--- src/hdl/tmr_pkg.sv ---
// Purpose: Constants and carrier types of the 16-bit timer control, status and event block.
// Assumes: One register port with a 4-bit offset and 8-bit data.
// Notes:   What this block does is listed below, one line per behaviour.
// What this block does
// - All timer events share one masked interrupt.
// - Every unmasked timer interrupt wakes wait, never halt.
// - Capture enable raises interrupt on capture flags.
// - Compare enable raises interrupt on compare flags.
// - Overflow enable raises interrupt on overflow flag.
// - Writing force B copies level B out.
// - Writing force A copies level A out.
// - Level B drives B pin; pulse modes A.
// - Capture A edge select: 0 falling, 1 rising.
// - Level A drives A pin on A match.
// - A pin enable routes output only.
// - B pin enable routes output only.
// - Single pulse: capture A edge fires pulse.
// - PWM: A sets pulse, B sets period.
// - Clock select: /4, /2, /8 or external.
// - PWM mode suppresses compare flags and interrupts.
// - Capture B edge select: 0 falling, 1 rising.
// - External clock edge select: 0 falling, 1 rising.
// - Capture A flag set; status read then low.
// - Compare A flag set; status read then low.
// - Overflow flag on wrap; counter low clears.
// - Capture B and compare B flags; reserved zero.
// - Single pulse trigger reloads counter and capture.
// - PWM period match reloads counter with FFFCh.

package tmr_pkg;

   // ------------------------------------------------------------
   // Register offsets
   // ------------------------------------------------------------
   localparam logic [3:0] OFS_CTRL_B     = 4'h1;
   localparam logic [3:0] OFS_CTRL_A     = 4'h2;
   localparam logic [3:0] OFS_STATUS     = 4'h3;
   localparam logic [3:0] OFS_CAP_A_HIGH = 4'h4;
   localparam logic [3:0] OFS_CAP_A_LOW  = 4'h5;
   localparam logic [3:0] OFS_CMP_A_HIGH = 4'h6;
   localparam logic [3:0] OFS_CMP_A_LOW  = 4'h7;
   localparam logic [3:0] OFS_CNT_HIGH   = 4'h8;
   localparam logic [3:0] OFS_CNT_LOW    = 4'h9;
   localparam logic [3:0] OFS_ALT_HIGH   = 4'ha;
   localparam logic [3:0] OFS_ALT_LOW    = 4'hb;
   localparam logic [3:0] OFS_CAP_B_HIGH = 4'hc;
   localparam logic [3:0] OFS_CAP_B_LOW  = 4'hd;
   localparam logic [3:0] OFS_CMP_B_HIGH = 4'he;
   localparam logic [3:0] OFS_CMP_B_LOW  = 4'hf;

   // ------------------------------------------------------------
   // Field positions
   // ------------------------------------------------------------
   localparam int A_CAP_IE   = 7;
   localparam int A_CMP_IE   = 6;
   localparam int A_OVF_IE   = 5;
   localparam int A_FORCE_B  = 4;
   localparam int A_FORCE_A  = 3;
   localparam int A_LEVEL_B  = 2;
   localparam int A_CAP_EDGE = 1;
   localparam int A_LEVEL_A  = 0;
   localparam int B_PIN_A_EN = 7;
   localparam int B_PIN_B_EN = 6;
   localparam int B_PULSE    = 5;
   localparam int B_PWM      = 4;
   localparam int B_CLK_HI   = 3;
   localparam int B_CLK_LO   = 2;
   localparam int B_CAP_EDGE = 1;
   localparam int B_EXT_EDGE = 0;
   // Flag vector index; the status byte is the vector over three zero bits.
   localparam int F_CAP_A = 4;
   localparam int F_CMP_A = 3;
   localparam int F_OVF   = 2;
   localparam int F_CAP_B = 1;
   localparam int F_CMP_B = 0;

   // ------------------------------------------------------------
   // Reset values, reload values and clock codes
   // ------------------------------------------------------------
   localparam logic [7:0]  CTRL_RESET     = 8'h00;
   localparam logic [15:0] CNT_RELOAD     = 16'hfffc;
   localparam logic [15:0] CNT_MAX        = 16'hffff;
   localparam logic [15:0] CAP_PULSE_LOAD = 16'hfffd;
   localparam logic [15:0] CMP_RESET      = 16'h8000;
   localparam logic [1:0]  CLK_DIV4       = 2'h0;
   localparam logic [1:0]  CLK_DIV2       = 2'h1;
   localparam logic [1:0]  CLK_DIV8       = 2'h2;
   localparam logic [2:0]  PRE_MASK_DIV2  = 3'h1;
   localparam logic [2:0]  PRE_MASK_DIV4  = 3'h3;
   localparam logic [2:0]  PRE_MASK_DIV8  = 3'h7;
   localparam logic        EXT_CLK_FITTED = 1'b1;

   // ------------------------------------------------------------
   // Carrier types
   // ------------------------------------------------------------
   typedef struct packed {
      logic [3:0] addr;
      logic [7:0] wdata;
      logic       wr;
      logic       rd;
   } tmr_bus_req_type;

   typedef struct packed {
      logic cap_a;
      logic cap_b;
      logic ext_clk;
   } tmr_pins_in_type;

endpackage

--- src/hdl/tmr_core.sv ---
// Purpose: 16-bit free-running timer with capture, compare, pulse and PWM modes.
// Assumes: Pins and bus signals are synchronous to ref_clk_i.
// Notes:   Read data appears in the cycle after the read strobe.
//
// Design decisions made here: the plain strobed port and the register offsets.
`timescale 1ns/100ps
`default_nettype none

module tmr_core (
   // Clock and reset
   input  wire logic                     ref_clk_i,
   input  wire logic                     rstn_i,
   // Register port
   input  wire tmr_pkg::tmr_bus_req_type bus_req_i,
   output logic [7:0]                    bus_rdata_o,
   // Board pins
   input  wire tmr_pkg::tmr_pins_in_type pins_i,
   output logic                          compare_a_out_o,
   output logic                          compare_a_en_o,
   output logic                          compare_b_out_o,
   output logic                          compare_b_en_o,
   // CPU side
   input  wire logic                     cpu_mask_i,
   output logic                          irq_o,
   output logic                          wait_wake_o,
   output logic                          halt_wake_o
);

   // ------------------------------------------------------------
   // State
   // ------------------------------------------------------------
   logic [7:0]  ctrl_a;
   logic [7:0]  ctrl_b;
   logic [15:0] count;
   logic [15:0] next_count;
   logic [15:0] count_inc;
   logic [15:0] cmp_a_val;
   logic [15:0] cmp_b_val;
   logic [15:0] cap_a_val;
   logic [15:0] cap_b_val;
   logic        cmp_a_hold;
   logic        cmp_b_hold;
   logic [2:0]  pre;
   logic        cap_a_prev;
   logic        cap_b_prev;
   logic        ext_prev;
   logic        primed;
   logic [4:0]  flag;
   logic [4:0]  arm;
   logic [4:0]  flag_set;
   logic [4:0]  low_access;
   logic        out_a;
   logic        out_b;

   // ------------------------------------------------------------
   // Decode
   // ------------------------------------------------------------
   logic       wr_a;
   logic       wr_b;
   logic       rd_status;
   logic       pwm_on;
   logic       pulse_on;
   logic       plain_on;
   logic [1:0] clk_sel;
   logic       step;
   logic       cap_a_edge;
   logic       cap_b_edge;
   logic       ext_edge;
   logic       hit_a;
   logic       hit_b;
   logic       ovf_evt;
   logic       pulse_trig;
   logic       cnt_wr;

   assign wr_a      = bus_req_i.wr && (bus_req_i.addr == tmr_pkg::OFS_CTRL_A);
   assign wr_b      = bus_req_i.wr && (bus_req_i.addr == tmr_pkg::OFS_CTRL_B);
   assign rd_status = bus_req_i.rd && (bus_req_i.addr == tmr_pkg::OFS_STATUS);
   assign cnt_wr    = bus_req_i.wr && ((bus_req_i.addr == tmr_pkg::OFS_CNT_LOW) ||
                                       (bus_req_i.addr == tmr_pkg::OFS_ALT_LOW));
   assign pwm_on    = ctrl_b[tmr_pkg::B_PWM];
   assign pulse_on  = ctrl_b[tmr_pkg::B_PULSE] && !pwm_on;
   assign plain_on  = !pwm_on && !pulse_on;
   assign clk_sel   = ctrl_b[tmr_pkg::B_CLK_HI:tmr_pkg::B_CLK_LO];

   // ------------------------------------------------------------
   // Edge detection
   // ------------------------------------------------------------
   always_ff @(posedge ref_clk_i or negedge rstn_i) begin
      if (!rstn_i) begin
         cap_a_prev <= 1'b0;
         cap_b_prev <= 1'b0;
         ext_prev   <= 1'b0;
         primed     <= 1'b0;
      end else begin
         primed     <= 1'b1;
         cap_a_prev <= pins_i.cap_a;
         cap_b_prev <= pins_i.cap_b;
         ext_prev   <= pins_i.ext_clk;
      end
   end

   // An edge is a change of level; the select bit keeps only one direction.
   assign cap_a_edge = primed && (pins_i.cap_a != cap_a_prev) &&
                       (pins_i.cap_a == ctrl_a[tmr_pkg::A_CAP_EDGE]);
   assign cap_b_edge = primed && (pins_i.cap_b != cap_b_prev) &&
                       (pins_i.cap_b == ctrl_b[tmr_pkg::B_CAP_EDGE]);
   assign ext_edge   = primed && (pins_i.ext_clk != ext_prev) &&
                       (pins_i.ext_clk == ctrl_b[tmr_pkg::B_EXT_EDGE]);

   // ------------------------------------------------------------
   // Prescaler
   // ------------------------------------------------------------
   always_ff @(posedge ref_clk_i or negedge rstn_i) begin
      if (!rstn_i) begin
         pre <= 3'h0;
      end else begin
         pre <= pre + 3'h1;
      end
   end

   always_comb begin
      case (clk_sel)
         tmr_pkg::CLK_DIV4: step = ((pre & tmr_pkg::PRE_MASK_DIV4) == tmr_pkg::PRE_MASK_DIV4);
         tmr_pkg::CLK_DIV2: step = ((pre & tmr_pkg::PRE_MASK_DIV2) == tmr_pkg::PRE_MASK_DIV2);
         tmr_pkg::CLK_DIV8: step = (pre == tmr_pkg::PRE_MASK_DIV8);
         default:           step = tmr_pkg::EXT_CLK_FITTED && ext_edge;
      endcase
   end

   // ------------------------------------------------------------
   // Counter and events
   // ------------------------------------------------------------
   assign count_inc  = count + 16'h0001;
   assign ovf_evt    = step && (count == tmr_pkg::CNT_MAX) && (next_count == 16'h0000);
   // A high-byte write holds off matching until the low byte completes the value.
   assign hit_a      = step && (count_inc == cmp_a_val) && !cmp_a_hold;
   assign hit_b      = step && (count_inc == cmp_b_val) && !cmp_b_hold;
   assign pulse_trig = pulse_on && cap_a_edge;

   always_comb begin
      next_count = count;
      if (cnt_wr || pulse_trig) begin
         next_count = tmr_pkg::CNT_RELOAD;
      end else if (pwm_on && hit_b) begin
         next_count = tmr_pkg::CNT_RELOAD;
      end else if (step) begin
         next_count = count_inc;
      end
   end

   always_ff @(posedge ref_clk_i or negedge rstn_i) begin
      if (!rstn_i) begin
         count <= tmr_pkg::CNT_RELOAD;
      end else begin
         count <= next_count;
      end
   end

   // ------------------------------------------------------------
   // Captures
   // ------------------------------------------------------------
   always_ff @(posedge ref_clk_i or negedge rstn_i) begin
      if (!rstn_i) begin
         cap_a_val <= 16'h0000;
         cap_b_val <= 16'h0000;
      end else begin
         if (pulse_trig) begin
            cap_a_val <= tmr_pkg::CAP_PULSE_LOAD;
         end else if (plain_on && cap_a_edge) begin
            cap_a_val <= count;
         end
         if (cap_b_edge) begin
            cap_b_val <= count;
         end
      end
   end

   // ------------------------------------------------------------
   // Flags with two-step clearing
   // ------------------------------------------------------------
   // PWM takes capture A's edge away; its period match sets that flag instead.
   assign flag_set[tmr_pkg::F_CAP_A] = (plain_on && cap_a_edge) || pulse_trig ||
                                       (pwm_on && hit_b);
   assign flag_set[tmr_pkg::F_CMP_A] = hit_a && plain_on;
   assign flag_set[tmr_pkg::F_OVF]   = ovf_evt;
   assign flag_set[tmr_pkg::F_CAP_B] = cap_b_edge;
   assign flag_set[tmr_pkg::F_CMP_B] = hit_b && !pwm_on;

   // The alternate counter low byte is left out on purpose so it never clears overflow.
   assign low_access[tmr_pkg::F_CAP_A] = (bus_req_i.rd || bus_req_i.wr) &&
                                         (bus_req_i.addr == tmr_pkg::OFS_CAP_A_LOW);
   assign low_access[tmr_pkg::F_CMP_A] = (bus_req_i.rd || bus_req_i.wr) &&
                                         (bus_req_i.addr == tmr_pkg::OFS_CMP_A_LOW);
   assign low_access[tmr_pkg::F_OVF]   = (bus_req_i.rd || bus_req_i.wr) &&
                                         (bus_req_i.addr == tmr_pkg::OFS_CNT_LOW);
   assign low_access[tmr_pkg::F_CAP_B] = (bus_req_i.rd || bus_req_i.wr) &&
                                         (bus_req_i.addr == tmr_pkg::OFS_CAP_B_LOW);
   assign low_access[tmr_pkg::F_CMP_B] = (bus_req_i.rd || bus_req_i.wr) &&
                                         (bus_req_i.addr == tmr_pkg::OFS_CMP_B_LOW);

   for (genvar i = 0; i < 5; i++) begin : g_flag
      always_ff @(posedge ref_clk_i or negedge rstn_i) begin
         if (!rstn_i) begin
            flag[i] <= 1'b0;
            arm[i]  <= 1'b0;
         end else begin
            // A new event in the clearing cycle wins over the clear.
            if (flag_set[i]) begin
               flag[i] <= 1'b1;
            end else if (arm[i] && low_access[i]) begin
               flag[i] <= 1'b0;
            end
            if (rd_status) begin
               arm[i] <= flag[i];
            end else if (arm[i] && low_access[i]) begin
               arm[i] <= 1'b0;
            end
         end
      end
   end

   // ------------------------------------------------------------
   // Register writes
   // ------------------------------------------------------------
   always_ff @(posedge ref_clk_i or negedge rstn_i) begin
      if (!rstn_i) begin
         ctrl_a     <= tmr_pkg::CTRL_RESET;
         ctrl_b     <= tmr_pkg::CTRL_RESET;
         cmp_a_val  <= tmr_pkg::CMP_RESET;
         cmp_b_val  <= tmr_pkg::CMP_RESET;
         cmp_a_hold <= 1'b0;
         cmp_b_hold <= 1'b0;
      end else if (bus_req_i.wr) begin
         case (bus_req_i.addr)
            tmr_pkg::OFS_CTRL_A: ctrl_a <= bus_req_i.wdata;
            tmr_pkg::OFS_CTRL_B: ctrl_b <= bus_req_i.wdata;
            tmr_pkg::OFS_CMP_A_HIGH: begin
               cmp_a_val[15:8] <= bus_req_i.wdata;
               cmp_a_hold      <= 1'b1;
            end
            tmr_pkg::OFS_CMP_A_LOW: begin
               cmp_a_val[7:0] <= bus_req_i.wdata;
               cmp_a_hold     <= 1'b0;
            end
            tmr_pkg::OFS_CMP_B_HIGH: begin
               cmp_b_val[15:8] <= bus_req_i.wdata;
               cmp_b_hold      <= 1'b1;
            end
            tmr_pkg::OFS_CMP_B_LOW: begin
               cmp_b_val[7:0] <= bus_req_i.wdata;
               cmp_b_hold     <= 1'b0;
            end
            default: ;
         endcase
      end
   end

   // ------------------------------------------------------------
   // Read data
   // ------------------------------------------------------------
   always_ff @(posedge ref_clk_i or negedge rstn_i) begin
      if (!rstn_i) begin
         bus_rdata_o <= 8'h00;
      end else if (bus_req_i.rd) begin
         case (bus_req_i.addr)
            tmr_pkg::OFS_CTRL_A:     bus_rdata_o <= ctrl_a;
            tmr_pkg::OFS_CTRL_B:     bus_rdata_o <= ctrl_b;
            tmr_pkg::OFS_STATUS:     bus_rdata_o <= {flag, 3'h0};
            tmr_pkg::OFS_CAP_A_HIGH: bus_rdata_o <= cap_a_val[15:8];
            tmr_pkg::OFS_CAP_A_LOW:  bus_rdata_o <= cap_a_val[7:0];
            tmr_pkg::OFS_CMP_A_HIGH: bus_rdata_o <= cmp_a_val[15:8];
            tmr_pkg::OFS_CMP_A_LOW:  bus_rdata_o <= cmp_a_val[7:0];
            tmr_pkg::OFS_CNT_HIGH:   bus_rdata_o <= count[15:8];
            tmr_pkg::OFS_CNT_LOW:    bus_rdata_o <= count[7:0];
            tmr_pkg::OFS_ALT_HIGH:   bus_rdata_o <= count[15:8];
            tmr_pkg::OFS_ALT_LOW:    bus_rdata_o <= count[7:0];
            tmr_pkg::OFS_CAP_B_HIGH: bus_rdata_o <= cap_b_val[15:8];
            tmr_pkg::OFS_CAP_B_LOW:  bus_rdata_o <= cap_b_val[7:0];
            tmr_pkg::OFS_CMP_B_HIGH: bus_rdata_o <= cmp_b_val[15:8];
            tmr_pkg::OFS_CMP_B_LOW:  bus_rdata_o <= cmp_b_val[7:0];
            default:                 bus_rdata_o <= 8'h00;
         endcase
      end else begin
         bus_rdata_o <= 8'h00;
      end
   end

   // ------------------------------------------------------------
   // Compare outputs
   // ------------------------------------------------------------
   // The pin enables only gate what reaches the pins; matching runs regardless.
   always_ff @(posedge ref_clk_i or negedge rstn_i) begin
      if (!rstn_i) begin
         out_a <= 1'b0;
      end else if (wr_a && bus_req_i.wdata[tmr_pkg::A_FORCE_A]) begin
         out_a <= bus_req_i.wdata[tmr_pkg::A_LEVEL_A];
      end else if (!plain_on && (pulse_trig || (pwm_on && hit_b))) begin
         out_a <= ctrl_a[tmr_pkg::A_LEVEL_B];
      end else if (hit_a) begin
         out_a <= ctrl_a[tmr_pkg::A_LEVEL_A];
      end
   end

   // In single pulse mode level B belongs to the pulse, so the B pin holds still.
   always_ff @(posedge ref_clk_i or negedge rstn_i) begin
      if (!rstn_i) begin
         out_b <= 1'b0;
      end else if (wr_a && bus_req_i.wdata[tmr_pkg::A_FORCE_B]) begin
         out_b <= bus_req_i.wdata[tmr_pkg::A_LEVEL_B];
      end else if (plain_on && hit_b) begin
         out_b <= ctrl_a[tmr_pkg::A_LEVEL_B];
      end
   end

   assign compare_a_out_o = out_a;
   assign compare_b_out_o = out_b;
   assign compare_a_en_o  = ctrl_b[tmr_pkg::B_PIN_A_EN];
   assign compare_b_en_o  = ctrl_b[tmr_pkg::B_PIN_B_EN];

   // ------------------------------------------------------------
   // Interrupt request
   // ------------------------------------------------------------
   logic ev_req;
   assign ev_req = (ctrl_a[tmr_pkg::A_CAP_IE] &&
                    (flag[tmr_pkg::F_CAP_A] || flag[tmr_pkg::F_CAP_B])) ||
                   (ctrl_a[tmr_pkg::A_CMP_IE] &&
                    (flag[tmr_pkg::F_CMP_A] || flag[tmr_pkg::F_CMP_B])) ||
                   (ctrl_a[tmr_pkg::A_OVF_IE] && flag[tmr_pkg::F_OVF]);
   assign irq_o       = ev_req && !cpu_mask_i;
   assign wait_wake_o = irq_o;
   assign halt_wake_o = 1'b0;

   // ------------------------------------------------------------
   // Checks
   // ------------------------------------------------------------
   irq_masked_a: assert property (@(posedge ref_clk_i) disable iff (!rstn_i)
      cpu_mask_i |-> !irq_o) else $error("interrupt raised while masked");
   wake_follows_a: assert property (@(posedge ref_clk_i) disable iff (!rstn_i)
      (irq_o == wait_wake_o) && !halt_wake_o) else $error("wake outputs wrong");
   cap_irq_a: assert property (@(posedge ref_clk_i) disable iff (!rstn_i)
      ctrl_a[tmr_pkg::A_CAP_IE] && !wr_a && cap_b_edge |=> cpu_mask_i || irq_o)
      else $error("capture interrupt missing");
   ovf_wrap_a: assert property (@(posedge ref_clk_i) disable iff (!rstn_i)
      ovf_evt && !cnt_wr && !pulse_trig && !(pwm_on && hit_b)
      |=> (count == 16'h0000) && flag[tmr_pkg::F_OVF]) else $error("wrap wrong");
   pwm_noflag_a: assert property (@(posedge ref_clk_i) disable iff (!rstn_i)
      $past(pwm_on) |-> !$rose(flag[tmr_pkg::F_CMP_A]) && !$rose(flag[tmr_pkg::F_CMP_B]))
      else $error("compare flag set in PWM");
   pwm_reload_a: assert property (@(posedge ref_clk_i) disable iff (!rstn_i)
      pwm_on && hit_b |=> (count == tmr_pkg::CNT_RELOAD) && flag[tmr_pkg::F_CAP_A]
      && (out_a == $past(ctrl_a[2]) || $past(wr_a))) else $error("PWM period wrong");
   pulse_trig_a: assert property (@(posedge ref_clk_i) disable iff (!rstn_i)
      pulse_trig |=> (count == tmr_pkg::CNT_RELOAD) &&
      (cap_a_val == tmr_pkg::CAP_PULSE_LOAD)) else $error("pulse trigger wrong");
   force_b_a: assert property (@(posedge ref_clk_i) disable iff (!rstn_i)
      wr_a && bus_req_i.wdata[4] |=> out_b == $past(bus_req_i.wdata[2]))
      else $error("force B not applied");
   clear_seq_a: assert property (@(posedge ref_clk_i) disable iff (!rstn_i)
      rd_status && flag[tmr_pkg::F_CMP_A] ##1 !low_access[tmr_pkg::F_CMP_A] ##1
      low_access[tmr_pkg::F_CMP_A] && !flag_set[tmr_pkg::F_CMP_A] |=> !flag[tmr_pkg::F_CMP_A])
      else $error("clear failed");
   div2_step_a: assert property (@(posedge ref_clk_i) disable iff (!rstn_i)
      clk_sel == tmr_pkg::CLK_DIV2 && step ##1 clk_sel == tmr_pkg::CLK_DIV2 |-> !step)
      else $error("divide by two wrong");

endmodule

`default_nettype wire

--- config.mk ---
export PLATFORM = sky130hd
export DESIGN_NAME = tmr_core
export DESIGN_NICKNAME = d
export VERILOG_FILES = /design/src/hdl/tmr_pkg.sv /design/src/hdl/tmr_core.sv
export SDC_FILE = /design/constraint.sdc
export NUM_CORES = 1
export LEC_CHECK = 0
export BUFFER_PORTS_ARGS = -buffer_cell sky130_fd_sc_hd__buf_2
export CORE_MARGIN = 1
export CORE_UTILIZATION = 35
export DETAILED_ROUTE_END_ITERATION = 10
export SYNTH_ARGS = -nofsm -noshare
export SYNTH_HDL_FRONTEND = slang
export SYNTH_SLANG_ARGS = --single-unit
export TNS_END_PERCENT = 30
--- constraint.sdc ---
create_clock -name ref_clk_i -period 2.9 [get_ports ref_clk_i]
set_clock_uncertainty 0.05 [all_clocks]
set_input_delay 0.435 -clock ref_clk_i [delete_from_list [all_inputs] [get_ports ref_clk_i]]
set_output_delay 0.435 -clock ref_clk_i [all_outputs]
set_load 0.02 [all_outputs]
==> impl_metrics.csv, run 1 <==
group,metric,value,unit
outcome,status,"complete, no violations",
clocking,tritoncts.num_buffers,17,
clocking,clk_pin_slew,60,ps
timing,final-max-slew-violation-count,0,
clocking,clkLatencyLatePin,420,ps
clocking,cts_max_level,4,
timing,fin_crit_sh,0.972,
drt,vias_per_cell,5.78,
die,placementRows,52,
hold_path,hp-class,"input port to flip-flop",
critical_path,cp.required,3140,ps
timing,hold_viol,0,
placed_design,dp_hpwl,17900,µm
drt,drc,0,
hold_path,hold_depth,1,
yosys,yosysUniqueCellTypes,83,
drt,finalWirelength,24000,µm
critical_path,end_kind,"flip-flop",
yosys,synth_edf_count,0,
yosys,synthCells,724,
critical_path,arrival,3060,ps
clocking,cts_num_sinks,125,
pwr,p_leak,3.60,nW
global_routing,antenna_found_initial,0,
layout,syn2layout_area_growth,16.9,%
global_routing,grt_usage,0.235,
clocking,root_buffer,"clkbuf_16",
layout,final_cell_mix,"dfrtp_1, nand2_1, mux2_2",
global_routing,gr-total-overflow,0,
critical_path,path_class,"flip-flop to flip-flop",
yosys,ys_async_sr_fraction,1.00,
yosys,synth_ff_type,"dfrtp_1",
placed_design,portBuffers,33,
critical_path,timing.rr.end,"compare_a_out_o",
critical_path,max_stage_delay,670,ps
global_routing,grt_pass1_vias,6096,
critical_path,r2r_cells,7,
die,coreArea,20400,µm²
yosys,yosysWarnings,0,
yosys,ys_ff_latch,125,
critical_path,critPathLaunchType,"flip-flop",
critical_path,cp_top_family,"simple AND/OR/NAND/NOR gates",
die,die-height,147,µm
critical_path,rrSetupSlack,80,ps
critical_path,crit_buf_inv,0,
layout,drive_gt1_frac,0.284,
placed_design,gp_congestion,0.947,
timing,rsz0062_at_grt,"false",
global_routing,grt_pass1_wl,37400,µm
drt,avgRoutedWirePerCell,22.6,µm
pwr,ir_worst_vdd,424,µV
drt,final_antenna_net_count,0,
drt,dr_total_vias,6136,
timing,fmax,0.355,GHz
layout,finalInstanceArea,8540,µm²
layout,final_common_cell,"dfrtp_1",
clocking,cts_setup_buffers,0,
clocking,cts_buffer_depth,2,
layout,num_antenna_cells,0,
job,max-cap-violations,0,
die,die_w,147,µm
critical_path,cp_cell_sequence,"and4_4 > nand2_2 > or4_1 > a211oi_1 > nand4b_1 > mux2i_1 > a31oi_1",
timing,setup_viol_count_final,0,
die,ioPinCount,35,
placed_design,placed_area,7980,µm²
hold_path,min_to,"ext_prev",
timing,hold_slack,97.0,ps
timing,tns,0,ps
timing,post-route-min-period,2820,ps
die,start_util,0.359,
critical_path,crit_fanout,10,
yosys,syn_area_per_cell,10.1,µm²
pwr,powerDensity,901,nW/µm²
yosys,ys_seq_area_frac,0.431,
layout,nets,801,
critical_path,critPathSlowestCell,"dfstp_2",
critical_path,regToRegStartpoint,"count[4]",
timing,slew_headroom,0.504,
global_routing,grt_max_degree,49,
yosys,syn_area,7310,µm²
drt,drtIter0Drc,656,
clocking,cts_tree,"built",
drt,first_pass_iters,6,
die,die_area,21500,µm²
hold_path,min_from,"pins_i[0]",
yosys,syn_nets,747,
timing,tightestPinTransition,743,ps
==> cell type report <==
cell class	count	area, µm²
fill	1974	11800
multi-input combinational	530	3820
sequential	125	3150
timing repair buffer	87	613
clock buffer	24	462
tap	270	338
clock inverter	8	95.1
inverter	17	63.8
==> cell usage after synthesis (all sizes together), types with 16 or more instances <==
master / instances / area, µm²
mux2: 61 / 687
xor2: 20 / 175
o21ai: 46 / 230
a21oi: 17 / 85.1
dfstp: 16 / 420
dfrtp: 109 / 2730
clkbuf: 30 / 114
buf: 22 / 166
inv: 17 / 63.8
nand3: 38 / 245
nand2: 80 / 310
nor2: 47 / 176
xnor2: 36 / 315
==> logic make-up (layout without fill, tap and decap cells) <==
logic type / Yosys count / count (layout) / share of synthesized area
mux: 67 / 67 / 0.106
compound gates: 153 / 153 / 0.149
simple gates: 247 / 247 / 0.188
xor+xnor: 58 / 58 / 0.0734
buf+inv: 69 / 136 / 0.0471
fa+ha+maj: 3 / 3 / 0.00513
other cells: 2 / 2 / 0.00103
flops: 125 / 125 / 0.431
==> per-stage QoR <==
stage	power (W)	utilization	setup WS [ps]	instances
after floorplan	0.00469	-	449	724
after global placement	0.00560	0.392	71.3	1028
after detailed placement	0.00562	0.392	72.3	1028
after CTS	0.00770	0.419	56.0	1061
after global routing	0.00810	0.420	3.68	1061
final	0.00770	0.420	82.6	1061
==> worst max path at each step <==
stage | from | to | slack (ps) | depth (start not counted)
final | count[4] | compare_a_out_o | 80 | 7
after floorplan | count[6] | compare_b_out_o | 450 | 9
after global placement | count[3] | compare_a_out_o | 70 | 7
after CTS | count[3] | compare_a_out_o | 60 | 7
after global routing | count[4] | compare_a_out_o | 4 | 7
after detailed placement | count[3] | compare_a_out_o | 70 | 7
==> sequential cells by signal, summed over array words and instances, names as in the netlist, 8 cells and up <==
register     flops
bus_rdata_o      8
cmp_b_val       16
ctrl_b           8
ctrl_a           8
cap_a_val       16
count           16
cmp_a_val       16
cap_b_val       16
==> timing repair <==
item,CTS,global route
hold buffers,1,0
gates resized for setup,0,1
endpoints found under the setup margin,0,1
endpoints found under the hold margin,28,0
==> report_power, final <==
group,total (W),switching (W),internal (W)
Combinational,0.00282,0.00159,0.00123
Clock,0.00205,0.000768,0.00128
Sequential,0.00283,0.000538,0.00229
Total,0.00770,0.00289,0.00480
==> per-layer routing <==
layer  up-vias  part of all wire  global-route usage
met4         0             0.029              0.0974
met2       277              0.46               0.367
met3        60             0.078              0.0444
met1      3054              0.43               0.318
met5         -                 0                   0
li1       2745                 -                   -
Note: power is estimated with default switching activity, not from simulation.
==> inputs of run 2 (changes only) <==
CORE_MARGIN = not set   (was 1)
CORE_UTILIZATION = 59   (was 35)
PLACE_DENSITY = 0.77   (was not set)
==> impl_metrics.csv, run 2 (same netlist as run 1, synthesis figures left out) <==
group,metric,value,unit
die,die_area,12800,µm²
timing,slew_headroom,0.444,
pwr,powerDensity,945,nW/µm²
job,max-cap-violations,0,
layout,postLayoutCoreUtil,0.700,
pwr,ir_worst_vdd,682,µV
global_routing,grt_usage,0.392,
critical_path,cp.required,3170,ps
timing,tns,0,ps
drt,avgRoutedWirePerCell,25.2,µm
clocking,cts_buffer_depth,2,
layout,nets,794,
global_routing,gr-total-overflow,0,
layout,num_antenna_cells,0,
clocking,clk_pin_slew,60,ps
global_routing,grt_max_degree,56,
critical_path,arrival,3050,ps
clocking,cts_num_sinks,125,
layout,fill_cells,903,
timing,hold_slack,95.7,ps
drt,first_pass_iters,6,
outcome,status,"complete, no violations",
clocking,tritoncts.num_buffers,17,
timing,post-route-min-period,2780,ps
pwr,comb_power_share,0.362,
die,die-height,113,µm
drt,drtIter0Drc,783,
clocking,cts_setup_buffers,0,
critical_path,path_class,"flip-flop to flip-flop",
layout,drive_gt1_frac,0.286,
pwr,p_leak,3.59,nW
timing,fmax,0.360,GHz
placed_design,portBuffers,33,
global_routing,grt_pass1_wl,36500,µm
timing,hold_viol,0,
clocking,cts_tree,"built",
die,start_util,0.606,
layout,final_common_cell,"dfrtp_1",
placed_design,dp_hpwl,17000,µm
timing,rsz0062_at_grt,"false",
clocking,clkLatencyLatePin,430,ps
drt,final_antenna_net_count,0,
layout,final_cell_mix,"dfrtp_1, nand2_1, mux2_2",
timing,final-max-slew-violation-count,0,
drt,dr_total_vias,6440,
placed_design,gp_congestion,0.949,
die,die_w,113,µm
drt,vias_per_cell,6.76,
pwr,clockPowerShare,0.283,
timing,tightestPinTransition,831,ps
clocking,cts_max_level,4,
pwr,p_total,0.00798,W
global_routing,grt_pass1_vias,6237,
clocking,root_buffer,"clkbuf_16",
die,placementRows,40,
die,coreArea,12100,µm²
critical_path,critPathLaunchType,"flip-flop",
pwr,switching_power,0.00309,W
critical_path,crit_fanout,15,
timing,fin_crit_sh,0.958,
drt,finalWirelength,24000,µm
timing,setup_viol_count_final,0,
critical_path,end_kind,"flip-flop",
hold_path,hp-class,"input port to flip-flop",
global_routing,antenna_found_initial,0,
die,ioPinCount,35,
pwr,seq_power_share,0.355,
pwr,p_int,0.00489,W
layout,syn2layout_area_growth,15.5,%
drt,drc,0,
pwr,swShare,0.387,
==> run 2: changes by cell type in the layout (fill, tap and decap cells not counted), sizes merged <==
cell / change
buf: -7
bufinv: +1
clkinv: +1
inv: +4
clkbuf: -6
==> run 2: cell type report <==
cell class                      count  area, µm²  area share
Tap cell                          168        210      0.0249
Multi-Input combinational cell    530       3850       0.456
Clock buffer                       18        439      0.0520
Sequential cell                   125       3150       0.373
Inverter                           17       63.8     0.00756
Clock inverter                     14        184      0.0218
Timing Repair Buffer               80        548      0.0649
==> run 2: what timing repair did <==
action / 4_1_cts / 5_1_grt
setup endpoints to repair: 0 / 9
gates resized for setup: 0 / 3
hold buffers: 1 / 0
hold endpoints to repair: 19 / 0
==> run 2: critical path, cell delays in order (launching register included) <==
cell       delay, ps
dfstp_2          690
and4_1           360
a41oi_1          170
a2111oi_2        380
a21boi_2         240
nor4b_4          300
nand2_4          220
a41o_1           260
==> run 2: power groups by stage <==
stage | clock (W) | sequential [W] | combinational, W
2_1_floorplan | 0 | 0.00261 | 0.00208
3_3_place_gp | 0 | 0.00280 | 0.00270
3_5_place_dp | 0 | 0.00283 | 0.00276
4_1_cts | 0.00226 | 0.00282 | 0.00279
5_1_grt | 0.00234 | 0.00288 | 0.00308
6_report | 0.00225 | 0.00284 | 0.00289
==> run 2: path summary, 6_finish.rpt <==
| path | depth (start not counted) | start | end | slack [ps] |
|---|---|---|---|---|
| max | 7 | count[3] | flag[2] | 120 |
| min | 1 | pins_i[2] | cap_a_prev | 100 |
| max reg2reg | 7 | count[3] | flag[2] | 120 |
| min in group asynchronous | 2 | rstn_i | cap_b_val[7] | 470 |
| max in group asynchronous | 3 | rstn_i | cmp_b_val[15] | 1450 |
| min reg2reg | 1 | pre[0] | pre[0] | 400 |
==> run 2: metal layers <==
layer  track usage  part of all wire
met3        0.0846              0.10
met4         0.223             0.053
met5             0                 0
met1         0.506              0.39
met2         0.614              0.46
==> run 2: per-stage QoR <==
stage,area [µm²],setup slack (ps),cells
global route,8440,26.2,952
global placement,7780,203,919
floorplan,7310,449,724
finish,8440,122,952
CTS,8420,100,952
detailed placement,7780,128,919
